File: config.mk
export PLATFORM = sky130hd
export DESIGN_NAME = tx_path_ctl
export DESIGN_NICKNAME = d
export VERILOG_FILES = /design/src/inc/tx_ctl_pkg.sv /design/src/verilog/tx_sync3.sv /design/src/verilog/tx_path_ctl.sv
export SDC_FILE = /design/constraint.sdc
export NUM_CORES = 1
export LEC_CHECK = 0
export ABC_CLOCK_PERIOD_IN_PS = 3100
export BUFFER_PORTS_ARGS = -buffer_cell sky130_fd_sc_hd__buf_4
export CAP_MARGIN = 20
export CELL_PAD_IN_SITES_DETAIL_PLACEMENT = 0
export CELL_PAD_IN_SITES_GLOBAL_PLACEMENT = 1
export CORE_AREA = 2 2 277 279
export CTS_CLUSTER_SIZE = 12
export DETAILED_ROUTE_END_ITERATION = 6
export DIE_AREA = 0 0 279 281
export MAX_ROUTING_LAYER = met4
export PLACE_DENSITY_LB_ADDON = 0.08
export SLEW_MARGIN = 20
export SYNTH_ARGS = -nofsm -noshare
export SYNTH_HDL_FRONTEND = slang
export SYNTH_SLANG_ARGS = --single-unit
File: constraint.sdc
create_clock -name clk -period 3.1 [get_ports clk]
set_input_delay 0.31 -clock clk [delete_from_list [all_inputs] [get_ports clk]]
set_output_delay 0.31 -clock clk [all_outputs]
set_load 0.01 [all_outputs]
File: src/inc/tx_ctl_pkg.sv
package tx_ctl_pkg;

  // ----------------------------------------
  // sizes and reset values
  // ----------------------------------------
  localparam int NUM_LANES = 4;
  localparam int MARKER_W = 64;
  localparam int PREAMBLE_W = 56;
  localparam int SPACING_W = 16;
  localparam logic [SPACING_W-1:0] SPACING_DEFAULT = 16'h3FFF;
  localparam logic [SPACING_W-1:0] SPACING_RSFEC_50G = 16'h4FFF;
  localparam logic [PREAMBLE_W-1:0] STD_PREAMBLE = 56'hD5555555555555;
  localparam logic [7:0] START_CHAR = 8'hFB;
  localparam int ENC_INIT_CYCLES = 4;
  localparam logic [2:0] ENC_INIT_COUNT = 3'(ENC_INIT_CYCLES);
  localparam int SYNC_STAGES = 3;

  // ----------------------------------------
  // code words on the transmit side
  // ----------------------------------------
  localparam logic [63:0] WORD_IDLE = 64'h0707070707070707;
  localparam logic [63:0] WORD_LOCAL_FAULT = 64'h0100009C0100009C;
  localparam logic [63:0] WORD_REMOTE_FAULT = 64'h0200009C0200009C;
  localparam logic [31:0] CRC_INIT = 32'hFFFFFFFF;
  localparam logic [31:0] CRC_POLY_R = 32'hEDB88320;

  typedef enum logic [1:0] {SEL_DATA, SEL_IDLE, SEL_LF, SEL_RF} word_sel_t;

  // ----------------------------------------
  // static and per-cycle control groups, status group
  // ----------------------------------------
  typedef struct packed {
    logic send_lfi;
    logic send_rfi;
    logic send_idle;
  } fault_ctl_t;

  typedef struct packed {
    logic fcs_ins_enable;
    logic ignore_fcs;
    logic custom_preamble_enable;
  } frame_cfg_t;

  typedef struct packed {
    logic bad_fcs;
    logic stomped_fcs;
    logic good_pkt;
    logic bad_pkt;
  } tx_stat_t;

endpackage

File: src/verilog/tx_sync3.sv
`timescale 1ns/10ps
module tx_sync3 (
  // clock and reset
  input wire logic clk,
  input wire logic rst_b,
  input wire logic ce,
  // level in and filtered level out
  input wire logic d,
  output logic q
);
  import tx_ctl_pkg::*;

  logic [SYNC_STAGES-1:0] stage_reg;
  logic q_reg;

  // change accepted only once second and third stages agree
  always_ff @(posedge clk or negedge rst_b) begin
    if (!rst_b) begin
      stage_reg <= '0;
      q_reg <= 1'b0;
    end else if (ce) begin
      stage_reg <= {stage_reg[SYNC_STAGES-2:0], d};
      if (stage_reg[1] == stage_reg[2]) begin
        q_reg <= stage_reg[2];
      end
    end
  end

  assign q = q_reg;
endmodule

File: src/verilog/tx_path_ctl.sv
`timescale 1ns/10ps
// Function
// - rate select low 50G, high 40G
// - enable high sends data, low idles
// - enable drop finishes current packet first
// - send remote fault gives only RF words
// - local fault wins over remote fault
// - send idle gives only idle words, either fault wins over it
// - crc insertion appends computed FCS
// - ignore crc decides good count, insertion off
// - bad checksum packet passes unchanged, flagged
// - marker spacing default, changes under reset
// - per-lane marker values, change under reset
// - local fault status while encoder initialising
// - custom preamble replaces standard preamble
// - fifo errors only in wide variant
module tx_path_ctl #(
  parameter bit WIDE_VARIANT = 1'b1
) (
  // clock and reset
  input wire logic clk,
  input wire logic rst_b,
  input wire logic ce,
  // static configuration
  input wire logic rate_mode,
  input wire logic [tx_ctl_pkg::SPACING_W-1:0] lane_marker_spacing,
  input wire logic [tx_ctl_pkg::NUM_LANES-1:0][tx_ctl_pkg::MARKER_W-1:0] lane_marker_values,
  input wire tx_ctl_pkg::frame_cfg_t frame_cfg,
  // per-cycle control
  input wire logic tx_enable,
  input wire tx_ctl_pkg::fault_ctl_t fault_ctl,
  input wire logic [tx_ctl_pkg::PREAMBLE_W-1:0] preamble_in,
  // client byte stream
  input wire logic in_valid,
  input wire logic in_sop,
  input wire logic in_eop,
  input wire logic [7:0] in_data,
  output logic in_ready,
  // internal fifo events, from another domain
  input wire logic fifo_underflow_evt,
  input wire logic fifo_overflow_evt,
  // encoder side
  output logic [63:0] tx_word,
  output logic tx_word_is_data,
  output logic [7:0] tx_byte,
  output logic tx_byte_valid,
  output logic tx_rate_40g,
  output logic [tx_ctl_pkg::SPACING_W-1:0] marker_spacing_out,
  output logic [tx_ctl_pkg::NUM_LANES-1:0][tx_ctl_pkg::MARKER_W-1:0] marker_out,
  // status
  output logic stat_local_fault,
  output tx_ctl_pkg::tx_stat_t tx_stat,
  output logic stat_underflow_err,
  output logic stat_overflow_err
);
  import tx_ctl_pkg::*;

  // ----------------------------------------
  // helpers
  // ----------------------------------------
  function automatic logic [31:0] crc_byte(input logic [31:0] c, input logic [7:0] d);
    logic [31:0] r;
    r = c ^ {24'h000000, d};
    for (int i = 0; i < 8; i++) begin
      r = r[0] ? ((r >> 1) ^ CRC_POLY_R) : (r >> 1);
    end
    return r;
  endfunction

  // byte n of a word, lowest byte first on the wire
  function automatic logic [7:0] byte_at(input logic [63:0] w, input logic [2:0] n);
    return w[8*n +: 8];
  endfunction

  typedef enum logic [2:0] {
    ST_INIT, ST_IDLE, ST_PRE, ST_DATA, ST_FCS
  } tx_state_t;

  // ----------------------------------------
  // static configuration captured at reset release
  // ----------------------------------------
  logic cfg_taken_reg;
  logic rate_40g_reg;
  logic fcs_ins_reg;
  logic ignore_fcs_reg;
  logic [SPACING_W-1:0] spacing_reg;
  logic [NUM_LANES-1:0][MARKER_W-1:0] marker_reg;

  // static inputs held only after release; reset flops take constants
  always_ff @(posedge clk or negedge rst_b) begin
    if (!rst_b) begin
      cfg_taken_reg <= 1'b0;
      rate_40g_reg <= 1'b0;
      fcs_ins_reg <= 1'b0;
      ignore_fcs_reg <= 1'b0;
      spacing_reg <= SPACING_DEFAULT;
      marker_reg <= '0;
    end else if (ce && !cfg_taken_reg) begin
      cfg_taken_reg <= 1'b1;
      rate_40g_reg <= rate_mode;
      fcs_ins_reg <= frame_cfg.fcs_ins_enable;
      ignore_fcs_reg <= frame_cfg.ignore_fcs;
      spacing_reg <= lane_marker_spacing;
      marker_reg <= lane_marker_values;
    end
  end

  assign tx_rate_40g = rate_40g_reg;
  assign marker_spacing_out = spacing_reg;
  assign marker_out = marker_reg;

  // ----------------------------------------
  // frame state machine
  // ----------------------------------------
  tx_state_t state_reg, state_next;
  logic [2:0] init_cnt_reg;
  logic [2:0] idx_reg;
  logic [PREAMBLE_W-1:0] pre_reg;
  logic [31:0] crc_reg;
  logic [31:0] tail_reg;
  logic [7:0] byte_reg;
  logic byte_valid_reg;
  tx_stat_t stat_reg;

  wire logic force_fault = fault_ctl.send_lfi | fault_ctl.send_rfi;
  wire logic start_ok = tx_enable & ~force_fault & ~fault_ctl.send_idle;
  wire logic take_sop = (state_reg == ST_IDLE) && in_valid && in_sop && start_ok;
  wire logic take_data = (state_reg == ST_DATA) && in_valid;
  wire logic in_pre = (state_reg == ST_PRE);
  wire logic in_fcs = (state_reg == ST_FCS);
  wire logic pre_done = in_pre && (idx_reg == 3'h7);
  wire logic last_fcs = in_fcs && (idx_reg == 3'h3);
  wire logic [31:0] crc_after = crc_byte(crc_reg, in_data);
  // the sop byte is held in the tail and sent right after the preamble
  wire logic [63:0] pre_seq = {tail_reg[31:24], pre_reg};
  wire logic [7:0] pre_byte = byte_at(pre_seq, idx_reg);
  wire logic [7:0] fcs_byte = ~byte_at({32'h00000000, crc_reg}, idx_reg);
  wire logic [PREAMBLE_W-1:0] pre_sel =
    frame_cfg.custom_preamble_enable ? preamble_in : STD_PREAMBLE;

  assign in_ready = take_sop | (state_reg == ST_DATA);

  always_comb begin
    state_next = state_reg;
    case (state_reg)
      ST_INIT: if (init_cnt_reg == ENC_INIT_COUNT) state_next = ST_IDLE;
      ST_IDLE: if (take_sop) state_next = ST_PRE;
      ST_PRE: if (pre_done) state_next = ST_DATA;
      // dropping enable mid-frame does not cut the packet
      ST_DATA: if (take_data && in_eop) state_next = fcs_ins_reg ? ST_FCS : ST_IDLE;
      ST_FCS: if (last_fcs) state_next = ST_IDLE;
      default: state_next = ST_IDLE;
    endcase
  end

  always_ff @(posedge clk or negedge rst_b) begin
    if (!rst_b) begin
      state_reg <= ST_INIT;
      init_cnt_reg <= '0;
      idx_reg <= '0;
      pre_reg <= '0;
      crc_reg <= CRC_INIT;
      tail_reg <= '0;
      byte_reg <= '0;
      byte_valid_reg <= 1'b0;
    end else if (ce) begin
      state_reg <= state_next;
      byte_valid_reg <= 1'b0;
      if (state_reg == ST_INIT) init_cnt_reg <= init_cnt_reg + 3'h1;
      // crc seeded from the sop byte so it covers the whole frame
      if (take_sop) begin
        pre_reg <= pre_sel;
        idx_reg <= '0;
        crc_reg <= crc_byte(CRC_INIT, in_data);
        tail_reg <= {in_data, tail_reg[31:8]};
        byte_reg <= START_CHAR;
        byte_valid_reg <= 1'b1;
      end
      if (in_pre) begin
        byte_reg <= pre_byte;
        byte_valid_reg <= 1'b1;
        idx_reg <= idx_reg + 3'h1;
      end
      // data passes unchanged, including a supplied bad checksum
      if (take_data) begin
        crc_reg <= crc_after;
        tail_reg <= {in_data, tail_reg[31:8]};
        byte_reg <= in_data;
        byte_valid_reg <= 1'b1;
        idx_reg <= '0;
      end
      if (in_fcs) begin
        byte_reg <= fcs_byte;
        byte_valid_reg <= 1'b1;
        idx_reg <= idx_reg + 3'h1;
      end
    end
  end

  // ----------------------------------------
  // supplied checksum check when insertion is off
  // ----------------------------------------
  // register left by a frame followed by its own good fcs
  localparam logic [31:0] CRC_RESIDUE = 32'hDEBB20E3;
  wire logic eop_taken = take_data && in_eop;
  wire logic fcs_bad = ~fcs_ins_reg && (crc_after != CRC_RESIDUE);
  // a bad frame still counts as good when told to ignore the checksum
  wire logic pkt_bad = eop_taken && fcs_bad;
  wire logic pkt_good = eop_taken && (!fcs_bad || ignore_fcs_reg);

  always_ff @(posedge clk or negedge rst_b) begin
    if (!rst_b) begin
      stat_reg <= '0;
    end else if (ce) begin
      stat_reg.bad_fcs <= pkt_bad;
      stat_reg.stomped_fcs <= pkt_bad;
      stat_reg.good_pkt <= pkt_good;
      stat_reg.bad_pkt <= pkt_bad && !ignore_fcs_reg;
    end
  end
  assign tx_stat = stat_reg;

  // ----------------------------------------
  // word selection toward the encoder
  // ----------------------------------------
  word_sel_t sel_reg;
  // the sop cycle counts too, or the start character would be masked
  wire logic in_frame = take_sop || ((state_reg != ST_IDLE) && (state_reg != ST_INIT));
  wire word_sel_t sel_next =
    fault_ctl.send_lfi ? SEL_LF :
    fault_ctl.send_rfi ? SEL_RF :
    (fault_ctl.send_idle || !in_frame) ? SEL_IDLE : SEL_DATA;

  always_ff @(posedge clk or negedge rst_b) begin
    if (!rst_b) begin
      sel_reg <= SEL_IDLE;
    end else if (ce) begin
      sel_reg <= sel_next;
    end
  end

  // fault and idle words replace the stream as a whole, even mid-frame
  always_comb begin
    case (sel_reg)
      SEL_LF: tx_word = WORD_LOCAL_FAULT;
      SEL_RF: tx_word = WORD_REMOTE_FAULT;
      SEL_DATA: tx_word = {56'h00000000000000, byte_reg};
      default: tx_word = WORD_IDLE;
    endcase
  end
  assign tx_word_is_data = (sel_reg == SEL_DATA);
  assign tx_byte = byte_reg;
  assign tx_byte_valid = byte_valid_reg && (sel_reg == SEL_DATA);

  // local fault reported as a level while the encoder initialises
  assign stat_local_fault = (state_reg == ST_INIT);

  // ----------------------------------------
  // fifo error status
  // ----------------------------------------
  logic under_sync, over_sync;
  logic under_prev_reg, over_prev_reg;
  logic under_err_reg, over_err_reg;

  tx_sync3 u_sync_under (
    .clk(clk),
    .rst_b(rst_b),
    .ce(ce),
    .d(fifo_underflow_evt),
    .q(under_sync)
  );
  tx_sync3 u_sync_over (
    .clk(clk),
    .rst_b(rst_b),
    .ce(ce),
    .d(fifo_overflow_evt),
    .q(over_sync)
  );

  // narrow variant has no fifo, so both flags stay low there
  // source toggles once per event; each toggle gives a one-cycle flag
  always_ff @(posedge clk or negedge rst_b) begin
    if (!rst_b) begin
      under_prev_reg <= 1'b0;
      over_prev_reg <= 1'b0;
      under_err_reg <= 1'b0;
      over_err_reg <= 1'b0;
    end else if (ce) begin
      under_prev_reg <= under_sync;
      over_prev_reg <= over_sync;
      under_err_reg <= WIDE_VARIANT && (under_sync != under_prev_reg);
      over_err_reg <= WIDE_VARIANT && (over_sync != over_prev_reg);
    end
  end
  assign stat_underflow_err = under_err_reg;
  assign stat_overflow_err = over_err_reg;

endmodule

; ---- Word-level counts from Yosys, hierarchy flattened
; Cells that the tools add are included.
[totals]
ff_bits = 431
in_bits = 352
out_inout_bits = 355
wordCells = 156
[op_classes]
n_addsub = 2
eq_ne = 20
shifts = 2
n_mux = 44
bitwise = 26
n_reduce_logical = 33
[op_table]
columns = operator, n
row1 = $mux W32, 20
row2 = $not A13 Y14, 16
row3 = $pmux W59 S3, 1
row4 = $shiftx A64 B7 Y8, 2
row5 = $mux W56, 1
row6 = $mux W8, 4
row7 = $ne A32 B32 Y1 const B, 1
row8 = $not A8 Y32, 1
row9 = $xor A32 B8 Y32, 1
row10 = $mux W3, 10
row11 = $pmux W3 S5, 1
row12 = $logic_and A1 B1 Y1, 14
row13 = $reduce_and A2 Y1, 6
row14 = $eq A3 B2 Y1 const B, 3
row15 = $eq A3 B3 Y1 const B, 3
row16 = $not A8 Y8, 1
row17 = $add A3 B1 Y3 const B, 2
row18 = $ne A2 B1 Y1 const B, 3
row19 = $reduce_and A6 Y1, 1
row20 = $mux W1, 5
row21 = $eq A2 B2 Y1 const B, 2
row22 = $logic_not A1 Y1, 4
row23 = $mux W2, 2
row24 = $ne A2 B2 Y1 const B, 2
row25 = 13 further kinds, 21

; ---- Logic depth before layout (Yosys ltp)
; Gate-level depths: netlist of the first run.
[logic_depth]
ltp_word = 22
depth_mapped = 10
mapped_depth_nobuf = 9

; ---- Cells and area by module
; Synthesis of the first run repeated with hierarchy kept, for this count alone.
[hier_totals]
hier_cells = 1478
area_unflattened_um2 = 18776.8
[by_module_without_submodules]
columns = mod, n_inst, cells_per_inst, area_each_um2, seq_area_each_um2
row1 = tx_path_ctl, 1, 1458, 18464.0, 10043.4
row2 = tx_sync3, 2, 10, 156.4, 100.1

; ---- Worst setup path before layout of the first run
; Ideal clock, no wire load.
[synth_path]
path_type = register -> register
from = register crc_reg[0]
to = register stat_reg (netlist bit tx_stat[1])
setup_time_ns = 0.067
arrival_time_ns = 2.624
required_ns = 3.033
setup_slack_ns = 0.408
path_stages_with_launch = 9
path_buffers = 1
synth_period_minus_slack_ns = 2.692
cell_sequence = dfstp_2 buf_2 xor2_1 xnor3_1 xnor2_1 or4b_1 a21oi_1 and4_1 o221a_1
[synth_via]
elab_chain_cells = 19
word_cells_on_any_way = 21
cone_classes = 1 x eq/ne / 8 x mux / 8 x bitwise / 4 x reduce/logical
[synth_rtl]
columns = item, line
row1 = start: declaration, tx_path_ctl.sv:119  ; logic [31:0] crc_reg;
row2 = start signal: assignment, tx_path_ctl.sv:174  ; crc_reg <= crc_byte(CRC_INIT, in_data);
row3 = start signal: assignment, tx_path_ctl.sv:186  ; crc_reg <= crc_after;
row4 = $xor A32 B8 Y32 (*), tx_path_ctl.sv:63  ; r = c ^ {24'h000000, d};
row5 = $mux W32 (*) (2 in series), tx_path_ctl.sv:65  ; r = r[0] ? ((r >> 1) ^ CRC_POLY_R) : (r >> 1);
row6 = $not A13 Y14 (no line) / $mux W32 (equally long branches), --
row7 = $mux W32 (*), tx_path_ctl.sv:65
row8 = $not A13 Y14 (no line) / $mux W32 (equally long branches), --
row9 = $mux W32 (*) (2 in series), tx_path_ctl.sv:65
row10 = $not A13 Y14 (no line) / $mux W32 (equally long branches), --
row11 = $mux W32 (*), tx_path_ctl.sv:65
row12 = $not A13 Y14 (no line) / $mux W32 (equally long branches), --
row13 = $mux W32 (*), tx_path_ctl.sv:65
row14 = $not A13 Y14 (no line), --
row15 = $mux W32 (*), tx_path_ctl.sv:65
row16 = $ne A32 B32 Y1 (*), tx_path_ctl.sv:206  ; wire logic fcs_bad = ~fcs_ins_reg && (crc_after != CRC_RESIDUE);
row17 = $logic_and A1 B1 Y1 (*), tx_path_ctl.sv:206
row18 = $logic_not A1 Y1 (*), tx_path_ctl.sv:209  ; wire logic pkt_good = eop_taken && (!fcs_bad || ignore_fcs_reg);
row19 = $logic_or A1 B1 Y1 (*), tx_path_ctl.sv:209
row20 = $logic_and A1 B1 Y1 (*), tx_path_ctl.sv:209
row21 = end: declaration, tx_path_ctl.sv:123  ; tx_stat_t stat_reg;
; Mark *: on every way between the ends. The rest lies on a longest branch, timed or not.
; A chain may end at the register's enable or synchronous reset.

; ---- Worst setup path after layout of the first run
[layout_path]
from = register crc_reg[3]
to = register stat_reg (netlist bit tx_stat[1])
[layout_via]
elab_chain_cells = 17
word_cells_on_any_way = 18
cone_classes = 1 x eq/ne / 8 x mux / 5 x bitwise / 4 x reduce/logical
[layout_rtl]
columns = item, line
row1 = $xor A32 B8 Y32 (*), tx_path_ctl.sv:63
row2 = $mux W32 (*) (5 in series), tx_path_ctl.sv:65
row3 = $not A13 Y14 (no line) / $mux W32 (equally long branches), --
row4 = $mux W32 (*), tx_path_ctl.sv:65
row5 = $not A13 Y14 (no line) / $mux W32 (equally long branches), --
row6 = $mux W32 (*), tx_path_ctl.sv:65
row7 = $not A13 Y14 (no line), --
row8 = $mux W32 (*), tx_path_ctl.sv:65
row9 = $ne A32 B32 Y1 (*), tx_path_ctl.sv:206
row10 = $logic_and A1 B1 Y1 (*), tx_path_ctl.sv:206
row11 = $logic_not A1 Y1 (*), tx_path_ctl.sv:209
row12 = $logic_or A1 B1 Y1 (*), tx_path_ctl.sv:209
row13 = $logic_and A1 B1 Y1 (*), tx_path_ctl.sv:209
; Marks and branches as above.

==> flow_metrics.env, run 1 <==
export IMPL_status="finished clean"
export IMPL_r2r_end="tx_stat[1]"
export IMPL_synth_top_cells_by_count="dfrtp_1 (360), mux2_2 (294), nand2_1 (152)"
export IMPL_setup_tns_ns=0
export IMPL_synth_edf_count=0
export IMPL_drt_iter0_drc=490
export IMPL_numPortBuffers=674
export IMPL_reg2reg_from="crc_reg[3]"
export IMPL_async_flop_share_pct=100
export IMPL_required_ns=3.62
export IMPL_yosys_area_top_type_share_pct=47.9
export IMPL_max_freq_mhz=357
export IMPL_power_density_nw_per_um2=699
export IMPL_die_height_microns=281
export IMPL_die_area_sq_um=78400
export IMPL_r2r_setup_slack_ns=0.30
export IMPL_hold_viol_final=0
export IMPL_grt_overflow=0
export IMPL_synth_flop_cell="dfrtp_1"
export IMPL_wl_per_cell_microns=19.9
export IMPL_synthMostInstantiatedCell="dfrtp_1"
export IMPL_clkTransAtPathRegs_ns=0.06
export IMPL_worst_pin_slew_ns=0.786
export IMPL_cts_num_sinks=407
export IMPL_rows=101
export IMPL_wirelength_microns=70200
export IMPL_layout_nets=2857
export IMPL_max_stage_delay_ns=0.63
export IMPL_drive_gt1_share_pct=46.7
export IMPL_crit_family="compound AO/OA/AOI/OAI gates"
export IMPL_cp_max_fo=6
export IMPL_avgSynthCellArea_sq_um=12.6
export IMPL_syn_area_sq_um=18800
export IMPL_ir_drop_uv=393
export IMPL_numCtsBuffers=51
export IMPL_fin_crit_sh_pct=90.3
export IMPL_antenna_found_initial=7
export IMPL_grt_pass1_wl_microns=104000
export IMPL_gp_congestion=0.835
export IMPL_ant_nets=0
export IMPL_ys_seq_elements=407
export IMPL_finalCriticalPeriod_ns=2.80
export IMPL_grt_pass1_vias=16600
export IMPL_fin_util_pct=39.9
export IMPL_synth_area_leader_cell="dfrtp_1"
export IMPL_seq_area_frac_synth_pct=54.5
export IMPL_core_sq_um=75400
export IMPL_layout_setup_ws_ns=0.300
export IMPL_pin_count=707
export IMPL_setup_viol=0
export IMPL_insertion_delay_ns=0.61
export IMPL_die_w_microns=279
export IMPL_slowest_stage="dfstp_2"
export IMPL_cts_buffer_depth=3
export IMPL_netlist_instances=1494
export IMPL_grt_use_total_pct=18.0
export IMPL_whs_ns=0.0538
export IMPL_min_from="fault_ctl[0]"
export IMPL_cp_arrival_ns=3.32
export IMPL_h_tree_depth=2
export IMPL_vias_per_cell=4.28
export IMPL_route_detailed_drc=0
export IMPL_cap_violations=0
export IMPL_synth_distinct_cells=60
export IMPL_maxSlewHeadroom_pct=47.2
export IMPL_crit_path_end="tx_stat[1]"
export IMPL_crit_buf_inv=0
export IMPL_p_total_w=0.0210
export IMPL_first_pass_iters=4
export IMPL_place_ws_ns=0.282
export IMPL_start_kind="flip-flop"
export IMPL_root_buffer="clkbuf_16"
export IMPL_yosysWarnings=0
export IMPL_rr_worst_depth=7
export IMPL_cts_repair_resized=0
export IMPL_skew_ns=0.0236
export IMPL_cts_tree="built"
export IMPL_initial_core_util_pct=24.9
export IMPL_min_path_type="in -> reg"
export IMPL_fillers=7368
export IMPL_grt_max_degree=71
export IMPL_cp_depth=7
export IMPL_leakage_nw=13.9
export IMPL_crit_path_start="crc_reg[3]"
export IMPL_rsz0062_at_grt="false"
export IMPL_synthTopCellsByArea="dfrtp_1 (48%), mux2_2 (18%), dfstp_2 (6.6%)"
export IMPL_largest_reg_flops=256
export IMPL_crit_path_cell_trace="xnor2_4, xor2_1, or3_1, a2111oi_0, o2111a_1, and4_1, o221a_1"
export IMPL_slew_viol_final=0
export IMPL_cp_end_kind="flip-flop"
export IMPL_hpwl_microns=52400
export IMPL_worst_setup_path_type="reg -> reg"
export IMPL_area_growth_pct=60.0
export IMPL_vias=15100
-- worst min path at each step --
stage               slack [ns]        endpoint  cells past startpoint
finish                    0.05      sel_reg[0]                      3
detailed placement        0.38      pre_reg[1]                      1
global route              0.05    tail_reg[25]                      2
floorplan                 0.01  byte_valid_reg                      0
CTS                      0.006      sel_reg[0]                      3
global placement          0.37      pre_reg[1]                      1
-- final cells by class --
type / instances / area (sq um) / area share, %
well taps: 978 / 1220 / 4.07
clock buffers: 85 / 1600 / 5.30
repair buffers: 1058 / 8950 / 29.8
clock inverters: 11 / 109 / 0.362
diodes: 8 / 20.0 / 0.0665
multi-input cells: 960 / 7890 / 26.2
inverters: 16 / 60.1 / 0.200
flip-flops and latches: 407 / 10200 / 34.0
-- layer usage --
layer  track usage [%]  up-vias  part of all wire (%)
met1              20.1     7467                    39
met4              6.18        0                   3.2
met3              4.79      110                   6.3
met2              31.3      438                    52
met5                 -        -                     0
li1                  -     7065                     -
-- worst reg2reg max path, stage by stage, from the launching register on --
cell and delay (ns):
dfstp_2 0.63, xnor2_4 0.23, xor2_1 0.16, or3_1 0.36, a2111oi_0 0.56, o2111a_1 0.27
and4_1 0.30, o221a_1 0.22
-- placed cells by master, fill, tap and decap left out, drive strengths merged, types with 3 or more instances in the layout --
master / n
buf: 722
dfrtp: 360
dlygate4sd3: 336
mux2: 294
nand2: 152
o21ai: 115
xnor2: 95
clkbuf: 85
nor2: 56
dfstp: 47
conb: 32
nor2b: 32
xor2: 27
a21oi: 24
mux4: 24
inv: 17
ha: 11
diode: 8
nand3: 8
xnor3: 8
o221ai: 8
and2: 7
a21o: 6
nor3: 5
clkinv: 5
xor3: 4
or2: 4
or3: 4
clkinvlp: 4
and3: 3
nand2b: 3
mux2i: 3
a31oi: 3
a211oi: 3
-- through the flow --
stage,instances,area (sq um)
2_1_floorplan,1525,18900
3_3_place_gp,3083,25000
3_5_place_dp,3083,25000
4_1_cts,3515,30100
5_1_grt,3522,30100
6_report,3523,30100
-- timing repair --
action | in CTS | in global routing
hold buffers | 336 | 0
buffers inserted | 0 | 0
endpoints found under the hold margin | 366 | 0
-- kinds of logic after synthesis --
family	after synthesis	synth area share, %
and+or+nand+nor	289	6.93
AOI/OAI and AO/OA	173	5.14
other	1	0.0199
DFF	407	54.5
xor gates and xnor gates	134	7.72
adders and majority gates	11	0.732
buffers and inverters	158	4.34
muxes	321	20.6
-- report_power, final --
part	internal [W]	leakage [nW]	switching, W	total [W]
registers	0.00644	5.02	0.000941	0.00738
clock network	0.00358	0.824	0.00247	0.00605
logic	0.00397	8.07	0.00364	0.00761
total	0.0140	13.9	0.00705	0.0210
Power figures use the tool's default switching activity.
==> run 2: changes to the inputs <==
- GPL_TIMING_DRIVEN: not set -> 0
==> flow_metrics.env, run 2 (synthesis gave the netlist of run 1 again) <==
export IMPL_leakage_nw=14.1
export IMPL_antenna_found_initial=4
export IMPL_fillers=7373
export IMPL_rsz0062_at_grt="false"
export IMPL_clkTransAtPathRegs_ns=0.06
export IMPL_drt_iter0_drc=673
export IMPL_initial_core_util_pct=24.9
export IMPL_numPortBuffers=664
export IMPL_hold_viol_final=0
export IMPL_numCtsBuffers=52
export IMPL_cts_post_setup_buffers_inserted=0
export IMPL_vias=15500
export IMPL_ir_drop_uv=446
export IMPL_finalCriticalPeriod_ns=2.95
export IMPL_die_w_microns=279
export IMPL_grt_busiest_layer="met2"
export IMPL_cts_tree="built"
export IMPL_fin_util_pct=40.3
export IMPL_final_common_cell="buf_4"
export IMPL_core_sq_um=75400
export IMPL_die_height_microns=281
export IMPL_slowest_stage="or4b_1"
export IMPL_grt_use_total_pct=18.6
export IMPL_max_freq_mhz=339
export IMPL_pin_count=707
export IMPL_crit_path_cell_trace="buf_2, xnor2_4, xnor3_1, xnor2_1, or4b_1, a21oi_1, and4_2, o221a_1"
export IMPL_cp_max_fo=8
export IMPL_root_buffer="clkbuf_16"
export IMPL_die_area_sq_um=78400
export IMPL_max_stage_delay_ns=0.54
export IMPL_cts_num_sinks=407
export IMPL_ant_nets=0
export IMPL_use_met3_pct=4.51
export IMPL_p_total_w=0.0211
export IMPL_grt_use_met1_pct=20.8
export IMPL_wl_per_cell_microns=20.1
export IMPL_rows=101
export IMPL_first_pass_iters=5
export IMPL_cts_buffer_depth=3
export IMPL_status="finished clean"
export IMPL_whs_ns=0.0448
export IMPL_skew_ns=0.0215
export IMPL_worst_pin_slew_ns=0.844
export IMPL_grt_max_degree=93
export IMPL_worst_setup_path_type="reg -> reg"
export IMPL_fin_crit_sh_pct=95.1
export IMPL_area_growth_pct=61.6
export IMPL_drive_gt1_share_pct=45.6
export IMPL_h_tree_depth=2
export IMPL_hpwl_microns=55600
export IMPL_grt_overflow=0
export IMPL_wirelength_microns=72600
export IMPL_grt_pass1_vias=16900
export IMPL_power_density_nw_per_um2=695
export IMPL_largest_reg_flops=256
export IMPL_required_ns=3.63
export IMPL_grt_pass1_wl_microns=107000
export IMPL_route_detailed_drc=0
export IMPL_setup_viol=0
export IMPL_cap_violations=0
export IMPL_start_kind="flip-flop"
export IMPL_maxSlewHeadroom_pct=43.7
export IMPL_cp_arrival_ns=3.48
export IMPL_slew_viol_final=0
export IMPL_gp_congestion=0.825
export IMPL_layout_nets=2942
export IMPL_grt_util_met2_pct=33.2
export IMPL_insertion_delay_ns=0.61
export IMPL_min_path_type="in -> reg"
export IMPL_vias_per_cell=4.29
export IMPL_final_cell_mix="buf_4 (718), dfrtp_1 (360), dlygate4sd3_1 (334), mux2_2 (294), nand2_1 (152)"
export IMPL_cp_end_kind="flip-flop"
export IMPL_setup_tns_ns=0
run 2: cell types whose count changed in the layout (fill, tap and decap cells not counted), moves of 4 or more:
cell      delta
clkbuf_1    +77
buf_12      -13
buf_4       +10
buf_2        +6
buf_16       +4
clkbuf_8     -4
clkinv_2     +4
diode_2      -4
run 2: area by class of cell:
class | instances | area [sq um] | area share [%]
inverter | 16 | 60.1 | 0.198
multi-input combinational | 960 | 7920 | 26.1
tap | 978 | 1220 | 4.03
clock buffer | 83 | 1570 | 5.16
buffer | 140 | 754 | 2.48
clock inverter | 14 | 160 | 0.527
antenna | 4 | 10.0 | 0.0329
timing repair buffer | 1002 | 8450 | 27.8
sequential | 407 | 10200 | 33.7
run 2: report_power, final:
group          total (W)  internal, W  switching [W]  leakage (nW)
sequential       0.00726      0.00644       0.000824          5.02
combinational    0.00770      0.00397        0.00373          8.20
clock            0.00614      0.00364        0.00250         0.850
total             0.0211       0.0140        0.00705          14.1
run 2: per-stage QoR:
stage               std cells  cell area (sq um)  worst slack, ns
floorplan                1525              18900            0.408
global placement         3167              25100            -2.89
detailed placement       3171              25200           -0.492
CTS                      3601              30300           0.0370
global route             3604              30400           0.0103
finish                   3604              30400            0.151
run 2: final timing paths:
check | slack, ns | cells past startpoint | start | to
max in group asynchronous | 1.52 | 4 | rst_b | marker_spacing_out[4]
min in group asynchronous | 0.24 | 2 | rst_b | pre_reg[3]
hold / removal | 0.04 | 3 | preamble_in[21] | pre_reg[21]
setup reg to reg | 0.15 | 8 | crc_reg[6] | tx_stat[1]
setup / recovery | 0.15 | 8 | crc_reg[6] | tx_stat[1]
hold reg to reg | 0.46 | 1 | cfg_taken_reg | cfg_taken_reg
run 2: worst max-delay path, delay by kind of cell (launching register included):
| family | cells | cell delay (ns) |
|---|---|---|
| xor+xnor | 3 | 0.88 |
| simple gates | 2 | 0.87 |
| flops | 1 | 0.51 |
| compound gates | 2 | 0.39 |
| buf+inv | 1 | 0.23 |
run 2: layer usage:
metal  routed length (microns)  share of wire [%]  vias to the layer above
met5                         0                  0                        -
met4                      1650                2.3                        0
met3                      4290                5.9                       89
met2                     38500                 53                      427
met1                     28100                 39                     7683
li1                          -                  -                     7252
run 2: timing repair:
item / in CTS / in global routing
endpoints found under the hold margin: 387 / 0
resized for setup: 6 / 4
hold buffers: 334 / 0
endpoints found under the setup margin: 10 / 14
gates cloned: 0 / 0
